<file path="config.mk">
export PLATFORM = sky130hd
export DESIGN_NAME = gcss_sequencer
export DESIGN_NICKNAME = d
export VERILOG_FILES = /design/src/include/gcss_pkg.sv /design/src/rtl/gcss_gate_seq.sv /design/src/rtl/gcss_sequencer.sv
export SDC_FILE = /design/constraint.sdc
export NUM_CORES = 1
export LEC_CHECK = 0
export BUFFER_PORTS_ARGS = -buffer_cell sky130_fd_sc_hd__buf_4
export CORE_MARGIN = 3
export CORE_UTILIZATION = 40
export CTS_BUF_LIST = sky130_fd_sc_hd__clkbuf_4 sky130_fd_sc_hd__clkbuf_8
export DETAILED_ROUTE_END_ITERATION = 16
export PLACE_DENSITY = 0.65
export SLEW_MARGIN = 20
export SYNTH_ARGS = -nofsm -noshare
export SYNTH_HDL_FRONTEND = slang
export SYNTH_SLANG_ARGS = --single-unit
</file>
<file path="constraint.sdc">
create_clock -name pclk -period 2.7 [get_ports pclk]
set_input_delay 0.27 -clock pclk [delete_from_list [all_inputs] [get_ports pclk]]
set_output_delay 0.27 -clock pclk [all_outputs]
set_load 0.01 [all_outputs]
</file>
<file path="src/include/gcss_pkg.sv">
`default_nettype none
package gcss_pkg;

  // ****************************************
  // clock and time
  // ****************************************
  localparam int unsigned CLK_PERIOD_NS    = 50;
  localparam int unsigned VGS_DEGLITCH_NS  = 200;
  // least time, rounded up to whole cycles
  localparam int unsigned VGS_DEGLITCH_CYC =
    (VGS_DEGLITCH_NS + CLK_PERIOD_NS - 1) / CLK_PERIOD_NS;

  // ****************************************
  // register map
  // ****************************************
  localparam logic [7:0]  CURRENT_CFG_OFFS = 8'h00;
  localparam logic [7:0]  TIMING_CFG_OFFS  = 8'h04;
  localparam logic [7:0]  STATUS_OFFS      = 8'h08;
  localparam logic [31:0] CURRENT_CFG_RST  = 32'h0000_0000;
  localparam logic [31:0] TIMING_CFG_RST   = 32'h0000_0000;

  // current config field positions
  localparam int unsigned HS_ON_POS   = 0;
  localparam int unsigned HS_OFF_POS  = 4;
  localparam int unsigned LS_ON_POS   = 8;
  localparam int unsigned LS_OFF_POS  = 12;
  localparam int unsigned PRE_SRC_POS = 16;
  localparam int unsigned PRE_SNK_POS = 20;
  localparam int unsigned PRE_EN_POS  = 24;
  // timing config field positions
  localparam int unsigned T1_POS      = 0;
  localparam int unsigned T2_POS      = 8;
  localparam int unsigned T3_POS      = 16;
  localparam int unsigned T4_POS      = 24;
  // status field positions
  localparam int unsigned CMD_POS     = 0;
  localparam int unsigned BUSY_POS    = 8;
  localparam int unsigned HOLD_POS    = 16;

  // ****************************************
  // drive levels: 0..15 programmed, then full and hold
  // ****************************************
  localparam logic [4:0] LVL_FULL = 5'h10;
  localparam logic [4:0] LVL_HOLD = 5'h11;

  typedef struct packed {
    logic       src;
    logic [4:0] level;
  } gcss_drive_t;

  typedef struct packed {
    logic [7:0] t1;
    logic [7:0] t2;
    logic [7:0] t3;
    logic [7:0] t4;
    logic [3:0] hs_on;
    logic [3:0] hs_off;
    logic [3:0] ls_on;
    logic [3:0] ls_off;
    logic [3:0] pre_src;
    logic [3:0] pre_snk;
    logic       pre_en;
  } gcss_cfg_t;

  typedef enum logic [3:0] {
    PH_ON_PRE, PH_ON_SLEW, PH_ON_FULL, PH_ON_HOLD,
    PH_OFF_PRE, PH_OFF_SLEW, PH_OFF_FULL, PH_OFF_HOLD
  } gcss_phase_t;

  typedef struct packed {
    gcss_phase_t phase;
    logic [7:0]  cnt;
    logic        cmd_last;
    logic [3:0]  deg;
    gcss_cfg_t   cfg_cap;
    gcss_drive_t drive;
  } gcss_seq_state_t;

  localparam gcss_seq_state_t SEQ_RST = '{
    phase: PH_OFF_HOLD, cnt: 8'h00, cmd_last: 1'b0, deg: 4'h0,
    cfg_cap: '0, drive: '{src: 1'b0, level: LVL_HOLD}};

  // ****************************************
  // apb carriers
  // ****************************************
  typedef struct packed {
    logic        psel;
    logic        penable;
    logic        pwrite;
    logic [7:0]  paddr;
    logic [31:0] pwdata;
    logic [3:0]  pstrb;
  } gcss_apb_req_t;

  typedef struct packed {
    logic [31:0] prdata;
    logic        pready;
    logic        pslverr;
  } gcss_apb_rsp_t;

endpackage
`default_nettype wire

</file>
<file path="src/rtl/gcss_gate_seq.sv">
`timescale 1ns/1ps
`default_nettype none
module gcss_gate_seq #(
  parameter bit          HIGH_SIDE = 1'b1,
  parameter int unsigned DEG_CYC   = gcss_pkg::VGS_DEGLITCH_CYC
) (
  input  wire logic                  pclk,
  input  wire logic                  presetn,
  input  wire logic                  cmd,
  input  wire logic                  vgs_charged,
  input  wire logic                  vgs_discharged,
  input  wire gcss_pkg::gcss_cfg_t   cfg,
  output var  gcss_pkg::gcss_drive_t drive,
  output var  gcss_pkg::gcss_phase_t phase
);

  gcss_pkg::gcss_seq_state_t s_reg;
  gcss_pkg::gcss_seq_state_t s_next;
  logic                      cond;

  // ****************************************
  // phase helpers
  // ****************************************
  // length of a timed phase in cycles
  function automatic logic [7:0] dur(gcss_pkg::gcss_phase_t p,
                                     gcss_pkg::gcss_cfg_t c);
    case (p)
      gcss_pkg::PH_ON_PRE:   dur = c.t1;
      gcss_pkg::PH_ON_SLEW:  dur = c.t2;
      gcss_pkg::PH_OFF_PRE:  dur = c.t3;
      gcss_pkg::PH_OFF_SLEW: dur = c.t4;
      default:               dur = 8'h00;
    endcase
  endfunction

  // skip phases whose duration is zero
  function automatic gcss_pkg::gcss_phase_t settle(
    gcss_pkg::gcss_phase_t p, gcss_pkg::gcss_cfg_t c);
    gcss_pkg::gcss_phase_t q;
    q = p;
    if (q == gcss_pkg::PH_ON_PRE && c.t1 == 8'h00) q = gcss_pkg::PH_ON_SLEW;
    if (q == gcss_pkg::PH_ON_SLEW && c.t2 == 8'h00) q = gcss_pkg::PH_ON_FULL;
    if (q == gcss_pkg::PH_OFF_PRE && c.t3 == 8'h00) q = gcss_pkg::PH_OFF_SLEW;
    if (q == gcss_pkg::PH_OFF_SLEW && c.t4 == 8'h00) q = gcss_pkg::PH_OFF_FULL;
    return q;
  endfunction

  // gate current for each phase
  function automatic gcss_pkg::gcss_drive_t drive_of(
    gcss_pkg::gcss_phase_t p, gcss_pkg::gcss_cfg_t c);
    drive_of.src = (p == gcss_pkg::PH_ON_PRE || p == gcss_pkg::PH_ON_SLEW ||
                    p == gcss_pkg::PH_ON_FULL || p == gcss_pkg::PH_ON_HOLD);
    case (p)
      gcss_pkg::PH_ON_PRE:   drive_of.level = c.pre_en ? {1'b0, c.pre_src}
                                            : gcss_pkg::LVL_FULL;
      gcss_pkg::PH_ON_SLEW:  drive_of.level = HIGH_SIDE ? {1'b0, c.hs_on}
                                            : {1'b0, c.ls_on};
      gcss_pkg::PH_OFF_PRE:  drive_of.level = c.pre_en ? {1'b0, c.pre_snk}
                                            : gcss_pkg::LVL_FULL;
      gcss_pkg::PH_OFF_SLEW: drive_of.level = HIGH_SIDE ? {1'b0, c.hs_off}
                                            : {1'b0, c.ls_off};
      gcss_pkg::PH_ON_HOLD,
      gcss_pkg::PH_OFF_HOLD: drive_of.level = gcss_pkg::LVL_HOLD;
      default:               drive_of.level = gcss_pkg::LVL_FULL;
    endcase
  endfunction

  // ****************************************
  // sequencer
  // ****************************************
  // next state: start, timers, deglitch and hold switch
  always_comb begin
    s_next          = s_reg;
    s_next.cmd_last = cmd;
    cond = s_reg.cmd_last ? vgs_charged : vgs_discharged;
    if (cmd != s_reg.cmd_last) begin
      s_next.cfg_cap = cfg; // settings taken only at a pwm edge
      s_next.deg     = 4'h0;
      s_next.phase   = settle(cmd ? gcss_pkg::PH_ON_PRE
                                  : gcss_pkg::PH_OFF_PRE, cfg);
      s_next.cnt     = dur(s_next.phase, cfg);
    end else begin
      if (!cond) begin
        s_next.deg = 4'h0;
      end else if (s_reg.deg != 4'hF) begin
        s_next.deg = s_reg.deg + 4'h1;
      end
      if (cond && s_reg.deg >= 4'(DEG_CYC - 1) &&
          s_reg.phase != gcss_pkg::PH_ON_HOLD &&
          s_reg.phase != gcss_pkg::PH_OFF_HOLD) begin
        // persisting comparator trip selects hold
        s_next.phase = s_reg.cmd_last ? gcss_pkg::PH_ON_HOLD
                                      : gcss_pkg::PH_OFF_HOLD;
        s_next.cnt   = 8'h00;
      end else if (dur(s_reg.phase, s_reg.cfg_cap) != 8'h00) begin
        if (s_reg.cnt == 8'h01) begin
          // timer expired: pre to slew to full
          case (s_reg.phase)
            gcss_pkg::PH_ON_PRE:
              s_next.phase = settle(gcss_pkg::PH_ON_SLEW, s_reg.cfg_cap);
            gcss_pkg::PH_ON_SLEW:  s_next.phase = gcss_pkg::PH_ON_FULL;
            gcss_pkg::PH_OFF_PRE:
              s_next.phase = settle(gcss_pkg::PH_OFF_SLEW, s_reg.cfg_cap);
            gcss_pkg::PH_OFF_SLEW: s_next.phase = gcss_pkg::PH_OFF_FULL;
            default:               s_next.phase = s_reg.phase;
          endcase
          s_next.cnt = dur(s_next.phase, s_reg.cfg_cap);
        end else begin
          s_next.cnt = s_reg.cnt - 8'h01;
        end
      end
    end
    // per-phase current
    s_next.drive = drive_of(s_next.phase, s_next.cfg_cap);
  end

  // state register
  always_ff @(posedge pclk or negedge presetn) begin
    if (!presetn) begin
      s_reg <= gcss_pkg::SEQ_RST;
    end else begin
      s_reg <= s_next;
    end
  end

  assign drive = s_reg.drive;
  assign phase = s_reg.phase;

endmodule
`default_nettype wire

</file>
<file path="src/rtl/gcss_sequencer.sv">
// The address map and register access over APB were left to the implementer.
`timescale 1ns/1ps
`default_nettype none
// How it works
// - turn-on starts with pre-charge current for the first duration
// - then the side's turn-on current for the second duration
// - then full 1.5A current until the gate is charged
// - turn-off mirrors it: pre-discharge, side turn-off, then full
// - durations and pre currents shared; slew currents per side
// - pre-charge enable cleared means pre phases use full current
// - pre current has 16 codes plus full 1.5A
// - second duration zero goes from pre-charge straight to full
// - zero second, third or fourth duration skips that phase
// - comparator trip switches gate current to hold
// - comparator must persist for the deglitch time to trip
// - new settings apply only at pwm edges, never mid-transition
module gcss_sequencer #(
  parameter int unsigned DEG_CYC = gcss_pkg::VGS_DEGLITCH_CYC
) (
  input  wire logic                  pclk,
  input  wire logic                  presetn,
  input  wire gcss_pkg::gcss_apb_req_t apb_req,
  output var  gcss_pkg::gcss_apb_rsp_t apb_rsp,
  input  wire logic [2:0]            high_side_pwm_input,
  input  wire logic [2:0]            low_side_pwm_input,
  input  wire logic [5:0]            vgs_charged,
  input  wire logic [5:0]            vgs_discharged,
  output var  gcss_pkg::gcss_drive_t gate_drive [6]
);

  // ****************************************
  // state
  // ****************************************
  typedef struct packed {
    logic [17:0]             sync1;
    logic [17:0]             sync2;
    logic [17:0]             sync3;
    logic [17:0]             filt;
    logic [31:0]             current_cfg;
    logic [31:0]             timing_cfg;
    gcss_pkg::gcss_apb_rsp_t rsp;
    logic                    cmd0_d;
    logic [9:0]              since_on;
    logic [9:0]              since_off;
    gcss_pkg::gcss_cfg_t     cap0;
    logic [3:0]              chg_run;
  } gcss_top_state_t;

  gcss_top_state_t       st_reg;
  gcss_top_state_t       st_next;
  gcss_pkg::gcss_cfg_t   cfg;
  gcss_pkg::gcss_phase_t seq_phase [6];
  logic [5:0]            cmd;
  logic [31:0]           status;
  logic                  setup;
  logic                  access;

  if (DEG_CYC < 1 || DEG_CYC > 15) begin : g_chk
    $error("deglitch count must be 1 to 15");
  end

  // ****************************************
  // decode helpers
  // ****************************************
  // register present at this address
  function automatic logic mapped(logic [7:0] a);
    return a == gcss_pkg::CURRENT_CFG_OFFS ||
           a == gcss_pkg::TIMING_CFG_OFFS || a == gcss_pkg::STATUS_OFFS;
  endfunction

  // byte-lane merge of a write
  function automatic logic [31:0] merge(logic [31:0] old, logic [31:0] wd,
                                        logic [3:0] strb);
    logic [31:0] r;
    r = old;
    for (int i = 0; i < 4; i++) begin
      if (strb[i]) r[i*8 +: 8] = wd[i*8 +: 8];
    end
    return r;
  endfunction

  // field unpacking of both config words
  function automatic gcss_pkg::gcss_cfg_t to_cfg(logic [31:0] cur,
                                                 logic [31:0] tim);
    gcss_pkg::gcss_cfg_t c;
    c.t1      = tim[gcss_pkg::T1_POS +: 8];
    c.t2      = tim[gcss_pkg::T2_POS +: 8];
    c.t3      = tim[gcss_pkg::T3_POS +: 8];
    c.t4      = tim[gcss_pkg::T4_POS +: 8];
    c.hs_on   = cur[gcss_pkg::HS_ON_POS +: 4];
    c.hs_off  = cur[gcss_pkg::HS_OFF_POS +: 4];
    c.ls_on   = cur[gcss_pkg::LS_ON_POS +: 4];
    c.ls_off  = cur[gcss_pkg::LS_OFF_POS +: 4];
    c.pre_src = cur[gcss_pkg::PRE_SRC_POS +: 4];
    c.pre_snk = cur[gcss_pkg::PRE_SNK_POS +: 4];
    c.pre_en  = cur[gcss_pkg::PRE_EN_POS];
    return c;
  endfunction

  // ****************************************
  // pins, config and status
  // ****************************************
  // shared settings for all six drivers
  assign cfg    = to_cfg(st_reg.current_cfg, st_reg.timing_cfg);
  assign setup  = apb_req.psel && !apb_req.penable;
  assign access = apb_req.psel && apb_req.penable && st_reg.rsp.pready;

  // gate 2k is high side of phase k, 2k+1 the low side
  always_comb begin
    status = 32'h0000_0000;
    for (int k = 0; k < 3; k++) begin
      cmd[2*k]     = st_reg.filt[k];
      cmd[2*k + 1] = st_reg.filt[3 + k];
    end
    for (int g = 0; g < 6; g++) begin
      status[gcss_pkg::CMD_POS + g]  = cmd[g];
      status[gcss_pkg::BUSY_POS + g] =
        seq_phase[g] != gcss_pkg::PH_ON_HOLD &&
        seq_phase[g] != gcss_pkg::PH_OFF_HOLD;
      status[gcss_pkg::HOLD_POS + g] =
        seq_phase[g] == gcss_pkg::PH_ON_HOLD ||
        seq_phase[g] == gcss_pkg::PH_OFF_HOLD;
    end
  end

  // ****************************************
  // next state
  // ****************************************
  // synchronisers, apb slave and gate-0 observation counters
  always_comb begin
    st_next       = st_reg;
    st_next.sync1 = {vgs_discharged, vgs_charged,
                     low_side_pwm_input, high_side_pwm_input};
    st_next.sync2 = st_reg.sync1;
    st_next.sync3 = st_reg.sync2;
    // a bit changes once the second and third stage agree
    for (int b = 0; b < 18; b++) begin
      if (st_reg.sync2[b] == st_reg.sync3[b]) begin
        st_next.filt[b] = st_reg.sync3[b];
      end
    end
    // apb: answer one access cycle after setup
    st_next.rsp = '0;
    if (setup) begin
      st_next.rsp.pready  = 1'b1;
      st_next.rsp.pslverr = !mapped(apb_req.paddr);
      if (!apb_req.pwrite) begin
        case (apb_req.paddr)
          gcss_pkg::CURRENT_CFG_OFFS: st_next.rsp.prdata = st_reg.current_cfg;
          gcss_pkg::TIMING_CFG_OFFS:  st_next.rsp.prdata = st_reg.timing_cfg;
          gcss_pkg::STATUS_OFFS:      st_next.rsp.prdata = status;
          default:                    st_next.rsp.prdata = 32'h0000_0000;
        endcase
      end
    end
    if (access && apb_req.pwrite && mapped(apb_req.paddr)) begin
      if (apb_req.paddr == gcss_pkg::CURRENT_CFG_OFFS) begin
        st_next.current_cfg = merge(st_reg.current_cfg, apb_req.pwdata,
                                    apb_req.pstrb);
      end
      if (apb_req.paddr == gcss_pkg::TIMING_CFG_OFFS) begin
        st_next.timing_cfg = merge(st_reg.timing_cfg, apb_req.pwdata,
                                   apb_req.pstrb);
      end
    end
    // cycles since the last gate-0 edge, with settings then in force
    st_next.cmd0_d = st_reg.filt[0];
    if (st_reg.since_on != 10'h3FF) begin
      st_next.since_on = st_reg.since_on + 10'h001;
    end
    if (st_reg.since_off != 10'h3FF) begin
      st_next.since_off = st_reg.since_off + 10'h001;
    end
    if (st_reg.filt[0] && !st_reg.cmd0_d) begin
      st_next.since_on = 10'h001;
      st_next.cap0     = cfg;
    end
    if (!st_reg.filt[0] && st_reg.cmd0_d) begin
      st_next.since_off = 10'h001;
      st_next.cap0      = cfg;
    end
    if (!st_reg.filt[6]) begin
      st_next.chg_run = 4'h0;
    end else if (st_reg.chg_run != 4'hF) begin
      st_next.chg_run = st_reg.chg_run + 4'h1;
    end
  end

  // state register
  always_ff @(posedge pclk or negedge presetn) begin
    if (!presetn) begin
      st_reg             <= '0;
      st_reg.current_cfg <= gcss_pkg::CURRENT_CFG_RST;
      st_reg.timing_cfg  <= gcss_pkg::TIMING_CFG_RST;
      st_reg.since_on    <= 10'h3FF;
      st_reg.since_off   <= 10'h3FF;
    end else begin
      st_reg <= st_next;
    end
  end

  assign apb_rsp = st_reg.rsp;

  // ****************************************
  // gate sequencers
  // ****************************************
  // one current sequencer per driver
  for (genvar g = 0; g < 6; g++) begin : g_gate
    gcss_gate_seq #(
      .HIGH_SIDE ((g % 2) == 0),
      .DEG_CYC   (DEG_CYC)
    ) u_seq (
      .pclk           (pclk),
      .presetn        (presetn),
      .cmd            (cmd[g]),
      .vgs_charged    (st_reg.filt[6 + g]),
      .vgs_discharged (st_reg.filt[12 + g]),
      .cfg            (cfg),
      .drive          (gate_drive[g]),
      .phase          (seq_phase[g])
    );
  end
endmodule
`default_nettype wire

</file>
==> summary.md, run 1 <==
The number of warnings printed during yosys synthesis is 0, and the final wirelength is 84400 µm. The worst-case IR drop observed on VDD is 0.443 mV. For this run, the register share of the synthesized area comes to 54.2%. The clock slew at the register clock pins of the worst setup and hold paths came out at 0.06 ns. Summing all multi-input logic gate instances after layout gives 11600 µm². The tree built by TritonCTS fans out to 602 sinks.

The run gives 0 as the hold violation count in the final report. Max-cap violations in this run came to 0. For the worst-skew pair, the clock arrives at the later sink with an insertion delay of 0.73 ns. The flow ran to the end, and the final reports show no timing, DRC or antenna violations.

Summed over all cells, the static leakage comes to 16.4 nW. The logs give 0 for the number of remaining DRC errors and 36.8% for the worst slew margin relative to its limit. The detail route stage leaves a number of antenna-violating nets equal to 0. After legalization and detailed placement, the total HPWL measured 59500 µm. TritonCTS built the clock tree. For the final number of max-transition violations, the log shows 0. The classification of the worst setup path was reg -> reg. For the fmax, the log shows 382 MHz. The tools report the combined area of all synthesized cells as 27900 µm².

Hold is met by 0.0795 ns. The gate count after technology mapping was 2452; the overflow left after global routing was 0. The logs give 40.5% for the initial cell density of the core and 21100 for the via count of the first global-routing pass. Counting the buffers created by CTS gives 102. The post-synthesis cell type count is 89, and the I/O pin count is 137. Setup repair after global routing could not meet its margin everywhere. The routed wire length per instance was 22.5 µm. In the layout the commonest cells are dfrtp_1, buf_4, mux2_2. The share of flip-flops with an asynchronous set or reset was 100%; the mean area per synthesized cell was 11.4 µm².

The net total in the final layout came out at 2818. Dividing the detail-routed via count by the number of cells gives 5.42. Measured along the y axis, the die boundary spans 270 µm. Yosys attributes the largest share of cell area to dfrtp_1, mux2_2, mux2i_1. The die is 270 µm wide. The count of port buffers added during placement is 136. CTS placed an instance of clkbuf_8 at the clock tree root. The kind of end point of the critical path is a flop.

The most used flip-flop cell after synthesis is dfrtp_1. The longest clock path from root to sink contains 3 buffers. The sequential cells in the finished layout cover a total of 15100 µm². The congestion estimate from routability-driven global placement came to 0.909. The peak fanout along the critical path works out to 5.

The startpoint type of the worst setup path was a flop. Data on the critical path arrives at its endpoint at 3.24 ns. Dividing total power by cell area gives a power density of 663 nW/µm².

The required time of the critical path was 3.32 ns. The detailed router finished its first iteration with 1442 violations. For the final database, setup skew stands at 0.0569 ns.

For the standard-cell row count, the log shows 96. The combined global-route utilization of all metal layers was 23.0%; the top cell type's share of synthesized area was 51.4%. The synthesized flop and latch total was 602.

The area growth from synthesis to layout was 20.2%. The tools report the layout filler cell count as 6173. The most critical setup path has its startpoint at g_gate[4].u_seq.s_reg[63]. The leading area contributor after synthesis is dfrtp_1.

Setup violations remaining at the end of the flow were counted as 0. The floorplan step defined a die boundary enclosing 72900 µm². The library cell used most frequently in the layout, excluding fill and tap cells, is dfrtp_1. Counting flops with a built-in enable in the synthesized netlist gives 0. Adding up every negative setup slack in the final design gives 0 ns. The routed layout has 20300 vias.

The minimum clock period after layout is 2.62 ns, and the H-tree depth reported by CTS is 3. The type of the tightest min-delay check is in -> async. Entering global routing, the biggest net connects 114 pins.

The tools report the number of antenna violations at the first check in global routing as 3. Fraction of the cycle the final worst path needs: 97.1%. The tools report the beginning of the worst register-to-register path as g_gate[4].u_seq.s_reg[63]. The first global-routing pass estimated 129000 µm of wire. The slew at the pin with the worst max-slew slack was 0.948 ns; the net count of the mapped netlist was 2537. For the number of optimization iterations in the first detailed-route pass, the log shows 7. In the final layout, the share of cells above drive strength 1 is 32.7%.

The region available for standard cell placement spans 68800 µm². The register with the most flip-flops in the layout has 372 of them.
-- critical path: stages (launching register included) --
cell      delay, ns
dfrtp_1        0.43
ha_1           0.28
or3_1          0.41
a311oi_1       0.30
a31o_2         0.19
nor2b_1        0.17
o22ai_2        0.12
or4_1          0.51
a21oi_1        0.17
-- final cells by class --
class                           count  share of cell area, %
Clock inverter                     26                  0.777
Timing Repair Buffer              382                   9.25
Multi-Input combinational cell   1600                   34.7
Clock buffer                      164                   6.18
Inverter                           45                  0.504
Antenna cell                        1                0.00747
Tap cell                          931                   3.48
Sequential cell                   602                   45.1
-- Yosys cell counts (all sizes together), types with 5 or more instances --
library cell and count:
dfrtp 572, mux2 318, nand2 233, nor2 216, mux2i 139, buf 121
a21oi 90, clkbuf 84, o21ai 64, nor4 58, inv 45, nor3 43
a211oi 30, dfstp 30, nand3 29, or3 27, o211ai 25, a31oi 24
o22a 23, xnor2 20, a21o 19, ha 18, maj3 18, nand2b 17
and2 13, nor2b 12, nand3b 11, o22ai 11, o31ai 11, xor2 11
a211o 10, and3 10, nor3b 8, or4 8, a311oi 7, or2 7
nand4 6, o21a 6, nor4b 5
-- routing by layer --
layer	up-vias	routed length [µm]	track usage (%)
met2	656	39900	37.6
li1	9206	-	-
met4	2	3730	9.71
met1	10300	35200	29.1
met3	180	5560	5.72
met5	-	13	0
-- final timing paths --
check	endpoint	slack, ns	cells past startpoint
worst max-delay path	g_gate[4].u_seq.drive[0]	0.08	8
worst min-delay path	st_next[221]	0.08	2
worst max register to register	g_gate[4].u_seq.drive[0]	0.08	8
worst min register to register	st_next[205]	0.35	0
max in group asynchronous	g_gate[0].u_seq.s_reg[46]	1.64	3
min in group pclk	apb_rsp[0]	0.08	5
-- cell families after synthesis --
| logic type | count (synthesis) | synth area share [%] |
|---|---|---|
| AO/OA/AOI/OAI | 360 | 8.80 |
| flip-flops | 602 | 54.2 |
| AND/OR/NAND/NOR | 714 | 12.1 |
| multiplexers | 459 | 18.0 |
| buffers and inverters | 250 | 4.44 |
| XOR/XNOR | 31 | 0.974 |
| adder cells (fa/ha/maj) | 36 | 1.45 |
-- stage by stage --
stage	power [mW]	std cells	setup WS, ns	area (µm²)	utilization [%]
floorplan	12.0	2452	0.246	27900	-
global placement	13.2	3506	0.0949	30600	44.4
detailed placement	13.2	3506	0.0415	30600	44.4
CTS	22.4	3750	0.0417	33500	48.6
global route	23.2	3750	-0.0313	33500	48.7
finish	22.2	3751	0.0793	33500	48.7
-- power breakdown --
part           internal, mW  switching (mW)  total, mW
Clock                  5.26            3.80       9.07
Sequential             9.42           0.446       9.87
Combinational          1.42            1.87       3.29
-- timing repair --
action                                  4_1_cts  5_1_grt
endpoints found under the setup margin        1       11
hold buffers                                 54        0
hold endpoints to repair                    489        0
pin swaps                                     0        2
gates resized for setup                       1        6
setup buffers                                 0        0
No activity file was read; power rests on OpenSTA's default activity.
==> inputs of run 2 (changes only) <==
--- a/config.mk
+++ b/config.mk
@@ -8,7 +8,6 @@
 export BUFFER_PORTS_ARGS = -buffer_cell sky130_fd_sc_hd__buf_4
 export CORE_MARGIN = 3
 export CORE_UTILIZATION = 40
-export CTS_BUF_LIST = sky130_fd_sc_hd__clkbuf_4 sky130_fd_sc_hd__clkbuf_8
 export DETAILED_ROUTE_END_ITERATION = 16
 export PLACE_DENSITY = 0.65
 export SLEW_MARGIN = 20
==> summary.md, run 2 (synthesis results as in run 1) <==
STA puts the critical path data required time at 3.23 ns. TritonCTS built the clock tree. The number of flip-flops under the largest register name was 372; the placer's final routability congestion estimate was 0.909. Net total in the final layout: 2783. For the pin with the worst max-slew slack, the measured transition is 0.959 ns.

Counting along the longest clock path gives a buffer depth of 3. For this configuration, the core starts out at a cell density of 40.5%. The classification of the worst setup path was reg -> reg. The run finished with clean final reports. The peak fanout along the critical path was 5; the power density over the cells was 683 nW/µm².

In the final layout, the share of cells above drive strength 1 is 30.6%. The overall die width is 270 µm, and the post-route total power is 22.9 mW. The run gives 602 as the number of sinks driven by the clock tree.

The worst setup path is launched from a flop. For this run, the total global-route usage over all layers was measured as 23.0%. Largest net degree at the start of global routing: 114. The setup clock skew after layout is 0.0211 ns, and the total negative setup slack is 0 ns.

Data on the critical path arrives at its endpoint at 3.15 ns. The logs give 0 for the final number of max-transition violations and 0 for the hold violation count in the final report. STA classifies the critical path endpoint as a flop.

The run gives 5 as the number of optimization iterations in the first detailed-route pass. Leakage power summed over all cells: 16.3 nW. The path class of the tightest hold or removal check is in -> reg. The I/O pin count was 137. The clock buffer count from CTS was 67.

The H-tree was split into 3 levels. In the layout the commonest cells are dfrtp_1, buf_4, mux2_2. After clock tree synthesis, the clock-pin slew on the worst setup and hold paths is 0.06 ns. Setup violations remaining at the end of the flow were counted as 0. The floorplan die height was 270 µm; the via count of the first global-routing pass was 20900.

Input and output buffers added on the ports amount to 136. The library cell used most frequently in the layout, excluding fill and tap cells, is dfrtp_1. In this run the standard cell core region covers 68800 µm².

The final wirelength is 84300 µm, and the overflow left after global routing is 0. The minimum clock period after layout is 2.62 ns. The run gives 96 as the standard-cell row count. The tools report the reported max-cap violation count as 0.

For the worst-skew pair, the clock arrives at the later sink with an insertion delay of 0.62 ns. The first-pass GRT wire length is 129000 µm. The fraction of the cycle the final worst path needs came out at 97.2%. Headroom to the max-slew limit came out at 36.1%. Detailed routing inserted a total of 20100 vias. Once detail routing completed, the nets flagged for antenna violations numbered 0. The number of antenna violations at the first check in global routing came out at 3. The die covers 72900 µm². For this run, the top clock speed supported by timing is 381 MHz. Relative to the synthesized area, the layout overhead comes to 20.3%. The tree is rooted in a clkbuf_16. IR analysis of the VDD net gives a maximum drop of 0.450 mV. After the first detailed-routing iteration, the DRC count stood at 1533.

Using the TritonRoute via totals, the vias-per-cell ratio works out to 5.46. Post-DP HPWL: 59500 µm. The number of remaining DRC errors was 0. Dividing the detail-routed wire length by the instance count gives 22.9 µm.
==> run 2: through the flow <==
stage	util [%]	setup slack [ns]	hold slack [ns]	cells	cell area, µm²
after floorplan	-	0.246	-0.0256	2452	27900
after global placement	44.4	0.0949	0.233	3506	30600
after detailed placement	44.4	0.0415	0.233	3506	30600
after CTS	48.7	0.0236	0.0491	3682	33500
after global routing	48.7	-0.0323	0.0769	3683	33500
final	48.7	0.0760	0.0954	3683	33500
==> run 2: critical path, stage by stage (launching register included) <==
cell	delay [ns]
dfrtp_1	0.43
ha_1	0.28
or3_4	0.38
a311oi_2	0.30
a31o_2	0.19
nor2b_1	0.18
o22ai_2	0.12
or4_1	0.51
a21oi_1	0.16
==> run 2: area by class of cell <==
type / instances / area, µm²
fillers: 6129 / 35300
flip-flops and latches: 602 / 15100
multi-input cells: 1600 / 11600
repair buffers: 382 / 3100
clock buffers: 92 / 1930
well taps: 931 / 1160
clock inverters: 30 / 432
inverters: 45 / 169
diodes: 1 / 2.50
==> run 2: power breakdown <==
part           switching (mW)  total (mW)  internal, mW
logic                    1.87        3.29          1.42
registers               0.448        9.86          9.42
clock network            3.83        9.75          5.92
total                    6.15        22.9          16.8
==> run 2: metal layers <==
metal / vias up / GRT usage [%] / wire, µm
li1: 9114 / - / -
met1: 10200 / 29.1 / 34500
met2: 629 / 37.8 / 40100
met3: 177 / 5.94 / 6070
met4: 2 / 9.23 / 3620
met5: - / 0 / 13
==> run 2: what timing repair did <==
| action | in CTS | in global routing |
|---|---|---|
| endpoints found under the hold margin | 137 | 0 |
| setup buffers | 0 | 0 |
| gates resized for setup | 0 | 8 |
| hold buffers | 54 | 0 |
| setup endpoints to repair | 0 | 13 |
==> run 2: final timing paths <==
kind | startpoint | end | slack, ns | cells after the start
min | apb_req[46] | apb_rsp[0] | 0.1 | 3
min reg2reg | st_next[223] | st_next[205] | 0.34 | 0
max | g_gate[4].u_seq.s_reg[63] | g_gate[4].u_seq.drive[0] | 0.08 | 8
max reg2reg | g_gate[4].u_seq.s_reg[63] | g_gate[4].u_seq.drive[0] | 0.08 | 8
max in group asynchronous | presetn | g_gate[0].u_seq.s_reg[13] | 1.54 | 3
min in group asynchronous | presetn | st_next[203] | 0.18 | 2
